File: config.mk
export PLATFORM = sky130hd
export DESIGN_NAME = node_reset_and_clock_watch
export DESIGN_NICKNAME = d
export VERILOG_FILES = /design/src/shared/node_reset_pkg.sv /design/src/design/node_reset_and_clock_watch.sv
export SDC_FILE = /design/constraint.sdc
export NUM_CORES = 1
export LEC_CHECK = 0
export BUFFER_PORTS_ARGS = -buffer_cell sky130_fd_sc_hd__buf_2
export CELL_PAD_IN_SITES_DETAIL_PLACEMENT = 0
export CELL_PAD_IN_SITES_GLOBAL_PLACEMENT = 2
export CORE_MARGIN = 4
export CORE_UTILIZATION = 34
export CTS_CLUSTER_DIAMETER = 200
export DETAILED_ROUTE_END_ITERATION = 8
export GPL_TIMING_DRIVEN = 0
export HOLD_SLACK_MARGIN = 0.08
export MAX_ROUTING_LAYER = met4
export PLACE_DENSITY_LB_ADDON = 0.08
export SYNTH_ARGS = -nofsm -noshare
export SYNTH_HDL_FRONTEND = slang
export SYNTH_SLANG_ARGS = --single-unit
File: constraint.sdc
create_clock -name pclk -period 2.6 [get_ports pclk]
set_input_delay 0.39 -clock pclk [delete_from_list [all_inputs] [get_ports pclk]]
set_output_delay 0.39 -clock pclk [all_outputs]
set_load 0.01 [all_outputs]
File: src/shared/node_reset_pkg.sv
// constants, types and register map of the reset and clock watch block
package node_reset_pkg;

    // ----------------------------------------------------------------
    // register map (byte addresses)
    // ----------------------------------------------------------------
    localparam logic [7:0] CTRL_OFS = 8'h00;
    localparam logic [7:0] STATUS_OFS = 8'h04;
    localparam logic [7:0] PARAM_OFS = 8'h08;
    localparam logic [7:0] DATA_OFS = 8'h0C;
    localparam logic [7:0] CAUSE_OFS = 8'h10;

    // control bits
    localparam int CTRL_WDOG_EN_BIT = 0;
    localparam int CTRL_NODE_RST_BIT = 1;
    localparam int CTRL_BCAST_RST_BIT = 2;

    // port values and reset values
    localparam int PORT_W = 4;
    localparam logic [3:0] OUT_ALL_ONES = 4'hF;
    localparam logic [31:0] RDATA_ZERO = 32'h0000_0000;

    // ----------------------------------------------------------------
    // timing
    // ----------------------------------------------------------------
    localparam int unsigned CLK_KHZ = 40000;
    localparam int unsigned XTAL_LO_KHZ = 5333;
    localparam int unsigned XTAL_HI_KHZ = 16000;
    localparam logic [7:0] XTAL_SPLIT =
        8'((CLK_KHZ / XTAL_LO_KHZ + CLK_KHZ / XTAL_HI_KHZ) / 2);
    localparam int unsigned CWD_US = 20;
    localparam int unsigned CWD_CYC = CWD_US * CLK_KHZ / 1000 + 1;
    localparam int unsigned POR_MIN_NS = 4000;
    localparam int unsigned POR_MAX_NS = 6000;
    localparam int unsigned POR_CYC =
        (POR_MIN_NS + POR_MAX_NS) / 2 * CLK_KHZ / 1000000;
    localparam int unsigned SOFT_INIT_MS = 2;
    localparam int unsigned SOFT_INIT_CYC_DEF = SOFT_INIT_MS * CLK_KHZ;
    localparam int unsigned POWER_INIT_MS = 30;
    localparam int unsigned POWER_INIT_CYC_DEF = POWER_INIT_MS * CLK_KHZ;
    localparam int unsigned HEAVY_INIT_MS = 1000;
    localparam int unsigned HEAVY_INIT_CYC_DEF = HEAVY_INIT_MS * CLK_KHZ;
    localparam int unsigned EXT_NORESET_MS = 90;
    localparam int unsigned EXT_EXEC_MS = 99;
    localparam int unsigned EXT_CYC_DEF = EXT_NORESET_MS * CLK_KHZ + 1;

    // ----------------------------------------------------------------
    // types
    // ----------------------------------------------------------------
    typedef enum logic [2:0] {
        PH_POR = 3'b001,
        PH_INIT = 3'b010,
        PH_RUN = 3'b100
    } phase_type;

    typedef struct packed {
        logic [3:0] val;
        logic oe;
    } port_out_type;

    typedef struct packed {
        logic ext;
        logic illegal;
        logic comm_wdog;
        logic bcast;
        logic node;
        logic clk_wdog;
    } cause_type;

endpackage : node_reset_pkg

File: src/design/node_reset_and_clock_watch.sv
// reset merging, crystal detection and clock watch with apb registers
//
// Register access over APB and the placing of the registers were decided locally.
module node_reset_and_clock_watch
    import node_reset_pkg::*;
#(
    parameter int unsigned SOFT_INIT_CYC = SOFT_INIT_CYC_DEF,
    parameter int unsigned POWER_INIT_CYC = POWER_INIT_CYC_DEF,
    parameter int unsigned HEAVY_INIT_CYC = HEAVY_INIT_CYC_DEF,
    parameter int unsigned EXT_CYC = EXT_CYC_DEF
) (
    // clock and reset
    input wire logic pclk,
    input wire logic presetn,
    // apb slave
    input wire logic psel,
    input wire logic penable,
    input wire logic pwrite,
    input wire logic [7:0] paddr,
    input wire logic [31:0] pwdata,
    output logic [31:0] prdata,
    output logic pready,
    output logic pslverr,
    // pins and state machine
    input wire logic crystal_in_pin,
    input wire logic strobe_reset_pin_n,
    input wire logic comm_wdog_expire,
    input wire logic [3:0] main_state_code,
    // ports toward the periphery
    output logic [3:0] data_port_out,
    output logic data_port_oe,
    output logic [3:0] par_port_out,
    output logic par_port_oe,
    output logic data_strobe,
    output logic par_strobe,
    output logic clk_gen_fast,
    output logic node_ready
);

    // ----------------------------------------------------------------
    // apb decode
    // ----------------------------------------------------------------
    logic pready_q, pslverr_q;
    logic [31:0] prdata_q;
    wire setup = psel & ~penable;
    wire wr_acc = psel & penable & pready_q & pwrite;
    wire sel_ctrl = paddr == CTRL_OFS;
    wire sel_stat = paddr == STATUS_OFS;
    wire sel_par = paddr == PARAM_OFS;
    wire sel_data = paddr == DATA_OFS;
    wire sel_cause = paddr == CAUSE_OFS;
    wire mapped = sel_ctrl | sel_stat | sel_par | sel_data | sel_cause;

    // ----------------------------------------------------------------
    // state
    // ----------------------------------------------------------------
    phase_type phase_q, phase_d;
    logic [31:0] init_cnt_q, init_cnt_d;
    logic [31:0] por_cnt_q;
    logic [31:0] cwd_cnt_q;
    logic [31:0] low_cnt_q;
    logic [7:0] per_cnt_q;
    logic xin_q, fast_q, ext_hold_q, wdog_en_q, block_q;
    logic dstb_q, pstb_q, ready_q;
    port_out_type data_q, par_q;
    cause_type cause_q, cause_now;

    // crystal edges and clock watch
    wire xtal_edge = crystal_in_pin ^ xin_q;
    wire xtal_rise = crystal_in_pin & ~xin_q;
    wire cwd_fire = (cwd_cnt_q == CWD_CYC - 1) & ~xtal_edge;

    // strobe pin timer
    wire ext_fire = (low_cnt_q == EXT_CYC - 1) & ~strobe_reset_pin_n;

    // reset sources
    wire [3:0] code_m1 = main_state_code - 4'h1;
    wire illegal = (main_state_code == 4'h0) |
        ((main_state_code & code_m1) != 4'h0);
    wire node_cmd = wr_acc & sel_ctrl & pwdata[CTRL_NODE_RST_BIT];
    wire bcast_cmd = wr_acc & sel_ctrl & pwdata[CTRL_BCAST_RST_BIT];
    wire wdog_evt = wdog_en_q & comm_wdog_expire;
    assign cause_now = '{ext: ext_fire, illegal: illegal,
        comm_wdog: wdog_evt, bcast: bcast_cmd, node: node_cmd,
        clk_wdog: cwd_fire};
    wire rst_evt = |cause_now;
    wire reset_load = rst_evt & (phase_q != PH_POR);

    // accepted port writes, only while running
    wire run = phase_q == PH_RUN;
    wire par_wr = wr_acc & sel_par & run & ~reset_load;
    wire data_refused = block_q | ~run;
    wire data_wr = wr_acc & sel_data & ~data_refused & ~reset_load;

    // ----------------------------------------------------------------
    // crystal detect and clock watchdog
    // ----------------------------------------------------------------
    // period counter: cycles between rising crystal edges
    always_ff @(posedge pclk or negedge presetn) begin
        if (!presetn) begin
            xin_q <= 1'b0;
            per_cnt_q <= 8'h00;
            fast_q <= 1'b0;
        end else begin
            xin_q <= crystal_in_pin;
            if (xtal_rise) begin
                per_cnt_q <= 8'h00;
                fast_q <= per_cnt_q < XTAL_SPLIT;
            end else if (per_cnt_q != 8'hFF) begin
                per_cnt_q <= per_cnt_q + 8'h01;
            end
        end
    end

    // watchdog saturates so a dead crystal fires only once
    always_ff @(posedge pclk or negedge presetn) begin
        if (!presetn) begin
            cwd_cnt_q <= 32'h0;
        end else if (xtal_edge) begin
            cwd_cnt_q <= 32'h0;
        end else if (cwd_cnt_q != CWD_CYC) begin
            cwd_cnt_q <= cwd_cnt_q + 32'h1;
        end
    end

    // ----------------------------------------------------------------
    // external reset by strobe pin
    // ----------------------------------------------------------------
    // low timer saturates: fires on expiry, hold lasts while pin is low
    always_ff @(posedge pclk or negedge presetn) begin
        if (!presetn) begin
            low_cnt_q <= 32'h0;
            ext_hold_q <= 1'b0;
        end else begin
            if (strobe_reset_pin_n) begin
                low_cnt_q <= 32'h0;
            end else if (low_cnt_q != EXT_CYC) begin
                low_cnt_q <= low_cnt_q + 32'h1;
            end
            if (ext_fire) begin
                ext_hold_q <= 1'b1;
            end else if (strobe_reset_pin_n) begin
                ext_hold_q <= 1'b0;
            end
        end
    end

    // ----------------------------------------------------------------
    // phase sequencing
    // ----------------------------------------------------------------
    always_comb begin
        phase_d = phase_q;
        init_cnt_d = init_cnt_q;
        case (phase_q)
            PH_POR: begin
                if (por_cnt_q == POR_CYC - 1) begin
                    phase_d = PH_INIT;
                    init_cnt_d = POWER_INIT_CYC - 1;
                end
            end
            PH_INIT: begin
                if (rst_evt) begin
                    init_cnt_d = SOFT_INIT_CYC - 1;
                end else if (init_cnt_q != 32'h0) begin
                    init_cnt_d = init_cnt_q - 32'h1;
                end else if (!ext_hold_q) begin
                    phase_d = PH_RUN;
                end
            end
            PH_RUN: begin
                if (rst_evt) begin
                    phase_d = PH_INIT;
                    init_cnt_d = SOFT_INIT_CYC - 1;
                end
            end
            default: begin
                phase_d = PH_INIT;
                init_cnt_d = SOFT_INIT_CYC - 1;
            end
        endcase
    end

    // phase registers and power-on pulse counter
    always_ff @(posedge pclk or negedge presetn) begin
        if (!presetn) begin
            phase_q <= PH_POR;
            init_cnt_q <= 32'h0;
            por_cnt_q <= 32'h0;
            ready_q <= 1'b0;
        end else begin
            phase_q <= phase_d;
            init_cnt_q <= init_cnt_d;
            if (phase_q == PH_POR) begin
                por_cnt_q <= por_cnt_q + 32'h1;
            end
            ready_q <= phase_d == PH_RUN;
        end
    end

    // ----------------------------------------------------------------
    // output ports, strobes and exchange block
    // ----------------------------------------------------------------
    always_ff @(posedge pclk or negedge presetn) begin
        if (!presetn) begin
            data_q <= '{val: OUT_ALL_ONES, oe: 1'b0};
            par_q <= '{val: OUT_ALL_ONES, oe: 1'b0};
            block_q <= 1'b1;
            dstb_q <= 1'b0;
            pstb_q <= 1'b0;
            cause_q <= '0;
        end else begin
            dstb_q <= reset_load | data_wr;
            pstb_q <= reset_load | par_wr;
            if (reset_load) begin
                data_q <= '{val: OUT_ALL_ONES, oe: 1'b0};
                par_q <= '{val: OUT_ALL_ONES, oe: 1'b0};
                block_q <= 1'b1;
                cause_q <= cause_now;
            end else begin
                if (par_wr) begin
                    par_q <= '{val: pwdata[PORT_W-1:0], oe: 1'b1};
                    block_q <= 1'b0;
                end
                if (data_wr) begin
                    data_q <= '{val: pwdata[PORT_W-1:0], oe: 1'b1};
                end
            end
        end
    end

    // ----------------------------------------------------------------
    // apb response, registered in the setup cycle
    // ----------------------------------------------------------------
    wire [31:0] rd_ctrl = {31'h0, wdog_en_q};
    wire [31:0] rd_stat = {25'h0, ext_hold_q, fast_q, block_q, ready_q,
        phase_q};
    wire [31:0] rd_cause = {26'h0, cause_q};
    wire [31:0] rd_mux = sel_ctrl ? rd_ctrl :
        sel_stat ? rd_stat :
        sel_cause ? rd_cause : RDATA_ZERO;
    wire err_d = ~mapped | (pwrite & sel_data & data_refused) |
        (pwrite & sel_par & ~run);

    always_ff @(posedge pclk or negedge presetn) begin
        if (!presetn) begin
            pready_q <= 1'b0;
            pslverr_q <= 1'b0;
            prdata_q <= RDATA_ZERO;
            wdog_en_q <= 1'b0;
        end else begin
            pready_q <= setup;
            pslverr_q <= setup & err_d;
            prdata_q <= (setup & ~pwrite) ? rd_mux : RDATA_ZERO;
            if (wr_acc & sel_ctrl) begin
                wdog_en_q <= pwdata[CTRL_WDOG_EN_BIT];
            end
        end
    end

    // outputs straight from flops
    assign prdata = prdata_q;
    assign pready = pready_q;
    assign pslverr = pslverr_q;
    assign data_port_out = data_q.val;
    assign data_port_oe = data_q.oe;
    assign par_port_out = par_q.val;
    assign par_port_oe = par_q.oe;
    assign data_strobe = dstb_q;
    assign par_strobe = pstb_q;
    assign clk_gen_fast = fast_q;
    assign node_ready = ready_q;
endmodule : node_reset_and_clock_watch

After elaboration in Yosys (flattened, before gate mapping)
Index checks and enable logic that the tools add are counted.
W data, S select, Z words.
{ "op_classes": {"magnitude_cmp": 1, "add_sub_neg": 6, "muxes": 29, "n_bitwise": 45, "eq_ne": 18, "n_reduce_logical": 12} }
{ "op_table": {"columns": ["cell", "count"], "rows": [
  ["$mux W32", 8],
  ["$add A32 B1 Y32 const B", 3],
  ["$pmux W32 S3", 1],
  ["$eq A32 B10 Y1 const B", 1],
  ["$eq A32 B22 Y1 const B", 1],
  ["$eq A32 B8 Y1 const B", 1],
  ["$ne A32 B10 Y1 const B", 1],
  ["$ne A32 B22 Y1 const B", 1],
  ["$reduce_bool A32 Y1", 1],
  ["$sub A32 B1 Y32 const B", 1],
  ["$and A1 B1 Y1", 24],
  ["$mux W7", 3],
  ["$mux W5", 4],
  ["$eq A8 B4 Y1 const B", 2],
  ["$mux W8", 2],
  ["$mux W3", 5],
  ["$reduce_bool A2 Y1", 6],
  ["$or A1 B1 Y1", 10],
  ["$not A1 Y1", 9],
  ["$pmux W3 S3", 1],
  ["$add A8 B1 Y8 const B", 1],
  ["$eq A8 B3 Y1 const B", 1],
  ["$eq A8 B5 Y1 const B", 1],
  ["$logic_not A8 Y1", 1],
  ["17 further kinds", 22]
]} }
{ "totals": {"output_inout_bits": 48, "input_bits": 52, "reg_bits": 172, "wordCells": 138} }

Logic depth before layout (Yosys ltp)
{ "depth": {"depth_word": 11, "depth_mapped": 11, "depth_no_buf": 9} }

Worst setup path after synthesis
OpenSTA, ideal clock, no wires.
{ "synth_path": {"path_type": "input to register", "startpoint": "in main_state_code[0]", "endpoint": "reg init_cnt_q[7]", "arrival_time_ns": 2.595, "t_required_ns": 2.534, "setup_slack_ns": -0.061, "n_path_buf": 3, "setup_ns": 0.066, "stages": 10, "path_cell_list": "or4b_2 > o311ai_2 > o211ai_4 > or4_1 > buf_6 > o21ai_4 > buf_6 > buf_4 > o211ai_1 > nand2_1"} }
{ "synth_via": {"elab_chain_len": 7, "elab_cells_between_ends": 11, "cone_classes": "1 x add/sub; 2 x eq/ne; 2 x mux; 2 x bitwise; 4 x reduce/logical"} }
{ "synth_lines": {"columns": ["item", "line_no", "rtl"], "rows": [
  ["from (decl)", "node_reset_and_clock_watch.sv:28", "input wire logic [3:0] main_state_code,"],
  ["$sub A4 B1 Y4", "node_reset_and_clock_watch.sv:77", "wire [3:0] code_m1 = main_state_code - 4'h1;"],
  ["$and A4 B4 Y4", "node_reset_and_clock_watch.sv:79", "((main_state_code & code_m1) != 4'h0);"],
  ["$reduce_bool A4 Y1", "node_reset_and_clock_watch.sv:79", null],
  ["$or A1 B1 Y1 *", "node_reset_and_clock_watch.sv:78", "wire illegal = (main_state_code == 4'h0) |"],
  ["$reduce_or A6 Y1 *", "node_reset_and_clock_watch.sv:86", "wire rst_evt = |cause_now;"],
  ["$ne A3 B3 Y1 (no line), or another cell as far along", null, null],
  ["$reduce_and A3 Y1 (no line) or $pmux W32 S3 (tied branches)", null, null],
  ["to (signal assigned)", "node_reset_and_clock_watch.sv:192", "init_cnt_q <= init_cnt_d;"],
  ["to (decl)", "node_reset_and_clock_watch.sv:58", "logic [31:0] init_cnt_q, init_cnt_d;"]
]} }
Mark *: on every way between the ends. The rest lies on a longest branch, timed or not.
A chain may end at the register's enable or synchronous reset.

Worst setup path in the final report
{ "layout_path": {"startpoint": "reg low_cnt_q[0]", "endpoint": "reg init_cnt_q[13]"} }
{ "layout_via": {"elab_chain_len": 5, "elab_cells_between_ends": 8, "cone_classes": "3 x eq/ne; 2 x mux; 1 x bitwise; 2 x reduce/logical"} }
{ "layout_lines": {"columns": ["item", "line_no", "rtl"], "rows": [
  ["from (decl)", "node_reset_and_clock_watch.sv:61", "logic [31:0] low_cnt_q;"],
  ["from (signal assigned)", "node_reset_and_clock_watch.sv:138", "low_cnt_q <= low_cnt_q + 32'h1;"],
  ["$eq A32 B22 Y1 *", "node_reset_and_clock_watch.sv:74", "wire ext_fire = (low_cnt_q == EXT_CYC - 1) & ~strobe_reset_pin_n;"],
  ["$and A1 B1 Y1 *", "node_reset_and_clock_watch.sv:74", null],
  ["$reduce_or A6 Y1 *", "node_reset_and_clock_watch.sv:86", null],
  ["$ne A3 B3 Y1 (no line), or another cell as far along", null, null],
  ["$reduce_and A3 Y1 (no line) or $pmux W32 S3 (tied branches)", null, null]
]} }
Marks and branches as above.

==> impl_metrics.json <==
{
  "global_route.usage.met3_pct": 2.96,
  "finalNetCount": 1096,
  "post_drt_via_cell_ratio": 4.93,
  "use_met2_pct": 25.7,
  "detail_route.drc_violations": 0,
  "yosys-top-cells-area": "sky130_fd_sc_hd__dfrtp_1, sky130_fd_sc_hd__xnor2_1, sky130_fd_sc_hd__nor2_1",
  "layout.cell_area.non_filler_um2": 10900,
  "ys.warnings.count": 0,
  "drt_pass1_iterations": 4,
  "grt_pass1_wl_mm": 36.9,
  "synthDominantAreaCellType": "sky130_fd_sc_hd__dfrtp_1",
  "detailroute.via_count": 6787,
  "critPathKind": "flip-flop to flip-flop",
  "row_count": 58,
  "drv_slew": 0,
  "clk_path_buf_depth": 2,
  "finalHoldWorstSlack_ns": 0.204,
  "path_category_of_the_worst_min_delay_check": "input port to flip-flop",
  "cts_sinks": 172,
  "worstHoldPathCells": 2,
  "design.portCount": 100,
  "design.die.area_um2": 28700,
  "final_core_util_pct": 42.8,
  "detail_route.wirelength_mm": 22.1,
  "crit_path_max_fanout": 8,
  "max_freq_mhz": 382,
  "core_area_um2": 25400,
  "place_inst": 1316,
  "number_of_cells_on_the_worst_reg_to_reg_path": 11,
  "max-slew-margin-rel_pct": 39.2,
  "clock_latency_ns": 0.43,
  "synth_edf_count": 0,
  "gp_congestion": 0.765,
  "grt-busiest-layer": "met2",
  "synth_sequential_area_ratio_pct": 48.8,
  "worst_pin_slew_ns": 0.904,
  "timing.final.hold_violations": 0,
  "die_width_um": 169,
  "syn-instance-count": 916,
  "antenna_cells": 0,
  "outcome": "complete, but fails checks",
  "synth_ff_type": "sky130_fd_sc_hd__dfrtp_1",
  "clockRootBuffer": "sky130_fd_sc_hd__clkbuf_16",
  "critPathLaunchType": "flip-flop",
  "skew_ns": 0.0184,
  "cts_tree": "built",
  "first_iter_violations": 436,
  "synth_seq_cells": 172,
  "final_worst_path_cycle_share_pct": 101,
  "finalWorstSetupSlack_ns": -0.0154,
  "dieHeight_um": 169,
  "cts_made_buffers": 17,
  "place_area_um2": 9630,
  "drive_above_1_share_pct": 21.9,
  "cp_data_required_time_ns": 2.91,
  "worst_supply_voltage_drop_on_vdd_mv": 0.398,
  "total_leakage_power_nw": 4.65,
  "setup_viol": 2,
  "dp_slack_ns": -0.807,
  "power_density_nw_per_um2": 537,
  "synthDistinctLibCells": 65,
  "areaGrowthSynthToFinish_pct": 23.0,
  "cts.clk_slew.worst_paths_ns": 0.07,
  "critPathArrivalTime_ns": 2.93,
  "detailedPlacementHpwl_mm": 15.4,
  "endpoint_kind": "flip-flop",
  "synth_async_sr_flop_share_pct": 100,
  "grt.total_usage_pct": 16.4,
  "met1_capacity_usage_during_global_routing_pct": 22.6,
  "floorplan.initialDensity_pct": 34.8,
  "finalWorstPathRequiredPeriod_ns": 2.62,
  "max_cap_viol_count": 0,
  "violated_checks": "setup timing",
  "largest_net_degree_at_the_start_of_global_routing": 112,
  "globalRouteOverflowTotal": 0,
  "htree_levels": 4,
  "port-buffer-count": 45,
  "rsz_0062_raised_after_global_routing": "yes",
  "finish.cell_count_without_fillers": 1376,
  "ant_nets": 0,
  "route.detailed.wl_per_inst_um": 16.0,
  "first_global_vias": 6757,
  "syn_area_per_cell_um2": 9.65,
  "post_synth_instance_area_um2": 8840,
  "grt_antenna_before_repair": 0,
  "post_synth_top_area_share_pct": 45.8
}
through the flow:
step                      setup TNS, ns  power (mW)
after floorplan                 -0.0493        3.08
after global placement          -346.68        3.26
after detailed placement         -27.60        3.27
after CTS                         -2.80        5.93
after global routing             -0.666        6.16
final                           -0.0294        5.84
timing repair:
action                     CTS  global route
hold buffers                 2             0
setup buffers               17            12
gates resized for setup     83            34
pin swaps                   39            13
hold endpoints to repair    62             0
setup endpoints to repair   68            70
cloned                       3             0
registers in the layout, summed over array words and instances, names as in the netlist, 3 cells and up:
signal / flops
cwd_cnt_q: 32
init_cnt_q: 32
low_cnt_q: 32
por_cnt_q: 32
per_cnt_q: 8
prdata: 7
cause_q: 6
data_port_out: 4
par_port_out: 4
phase_q: 3
worst max-delay path: stages (launching register included):
cell and delay (ns):
sky130_fd_sc_hd__dfrtp_1 0.44, sky130_fd_sc_hd__inv_1 0.07, sky130_fd_sc_hd__ha_1 0.22, sky130_fd_sc_hd__inv_1 0.10
sky130_fd_sc_hd__nor4_4 0.05, sky130_fd_sc_hd__buf_4 0.15, sky130_fd_sc_hd__buf_4 0.13, sky130_fd_sc_hd__nor4_1 0.74
sky130_fd_sc_hd__a21oi_2 0.17, sky130_fd_sc_hd__buf_12 0.18, sky130_fd_sc_hd__o21a_1 0.10, sky130_fd_sc_hd__o22a_1 0.17
cell families (layout without fill, tap and decap cells):
| kind of cell | Yosys count | count (layout) | synth area share, % |
|---|---|---|---|
| AND/OR/NAND/NOR | 422 | 422 | 25.4 |
| adder cells (fa/ha/maj) | 11 | 11 | 1.56 |
| flip-flops | 172 | 172 | 48.8 |
| other | 1 | 25 | 0.0424 |
| XOR/XNOR | 87 | 87 | 8.62 |
| buffers and inverters | 81 | 187 | 4.83 |
| AO/OA/AOI/OAI | 128 | 128 | 9.10 |
| multiplexers | 14 | 14 | 1.63 |
cell usage after synthesis, types with 9 or more instances:
library cell and count:
sky130_fd_sc_hd__and3_1 19, sky130_fd_sc_hd__mux2i_1 11, sky130_fd_sc_hd__dfrtp_1 162, sky130_fd_sc_hd__inv_1 23, sky130_fd_sc_hd__nor3_1 31, sky130_fd_sc_hd__or3_1 22
sky130_fd_sc_hd__a21oi_1 34, sky130_fd_sc_hd__nand4_1 20, sky130_fd_sc_hd__or4_1 11, sky130_fd_sc_hd__o21ai_0 42, sky130_fd_sc_hd__xor2_1 31, sky130_fd_sc_hd__nor2b_1 9
sky130_fd_sc_hd__nand3_1 49, sky130_fd_sc_hd__a31oi_1 11, sky130_fd_sc_hd__buf_4 27, sky130_fd_sc_hd__nor4_1 25, sky130_fd_sc_hd__nand2_1 75, sky130_fd_sc_hd__xnor2_1 56
sky130_fd_sc_hd__dfstp_2 10, sky130_fd_sc_hd__and2_1 28, sky130_fd_sc_hd__ha_1 11, sky130_fd_sc_hd__nand2b_1 9, sky130_fd_sc_hd__clkbuf_1 27, sky130_fd_sc_hd__nor2_1 86
cell type report:
cell class	count	area (um^2)
Clock inverter	12	139
Clock buffer	20	447
Multi-Input combinational cell	687	4540
Buffer	52	367
Inverter	23	86.3
Sequential cell	172	4320
Fill cell	2503	14500
Tap cell	330	413
Timing Repair Buffer	80	568
cells in the final DEF, fill, tap and decap left out, types with 5 or more instances in the layout:
cell and n:
sky130_fd_sc_hd__dfrtp_1 159, sky130_fd_sc_hd__o21ai_0 23, sky130_fd_sc_hd__nor3_1 23, sky130_fd_sc_hd__nand3_1 45
sky130_fd_sc_hd__nand2_1 73, sky130_fd_sc_hd__buf_2 44, sky130_fd_sc_hd__xnor2_1 56, sky130_fd_sc_hd__and2_1 28
sky130_fd_sc_hd__and4_1 5, sky130_fd_sc_hd__a21oi_2 6, sky130_fd_sc_hd__or4_1 7, sky130_fd_sc_hd__buf_8 5
sky130_fd_sc_hd__a22oi_1 5, sky130_fd_sc_hd__nor4_1 22, sky130_fd_sc_hd__nor3_4 5, sky130_fd_sc_hd__dfstp_2 10
sky130_fd_sc_hd__a31oi_1 11, sky130_fd_sc_hd__ha_1 10, sky130_fd_sc_hd__a21oi_1 27, sky130_fd_sc_hd__inv_1 23
sky130_fd_sc_hd__or3_1 19, sky130_fd_sc_hd__nand4_1 20, sky130_fd_sc_hd__buf_4 50, sky130_fd_sc_hd__conb_1 25
sky130_fd_sc_hd__mux2i_1 11, sky130_fd_sc_hd__clkbuf_1 18, sky130_fd_sc_hd__o21a_1 7, sky130_fd_sc_hd__clkbuf_16 17
sky130_fd_sc_hd__nor3b_1 5, sky130_fd_sc_hd__and3_1 17, sky130_fd_sc_hd__o21ai_1 14, sky130_fd_sc_hd__xor2_1 31
sky130_fd_sc_hd__nor2b_1 9, sky130_fd_sc_hd__nor2_1 84, sky130_fd_sc_hd__nand2b_1 9, sky130_fd_sc_hd__o21ai_2 5
final timing paths:
kind	slack, ns	endpoint	from
max in group asynchronous	1.12	clk_gen_fast	presetn
max	-0.02	init_cnt_q[13]	low_cnt_q[0]
min	0.20	prdata[0]	pwrite
min reg2reg	0.48	por_cnt_q[31]	por_cnt_q[31]
max reg2reg	-0.02	init_cnt_q[13]	low_cnt_q[0]
min in group asynchronous	0.50	por_cnt_q[14]	presetn
report_power, final:
group / internal, mW / switching [mW] / total, mW / leakage (nW)
Sequential: 2.74 / 0.0613 / 2.80 / 2.28
Clock: 1.46 / 1.12 / 2.58 / 0.279
Combinational: 0.188 / 0.283 / 0.471 / 2.09
Total: 4.38 / 1.46 / 5.84 / 4.65
per-layer routing:
metal  routed length (um)  vias to the layer above
li1                     -                     3415
met3                  519                        6
met5                    0                        -
met2                10500                       68
met4                   95                        0
met1                11000                     3298
(Power assumes the default switching activity.)
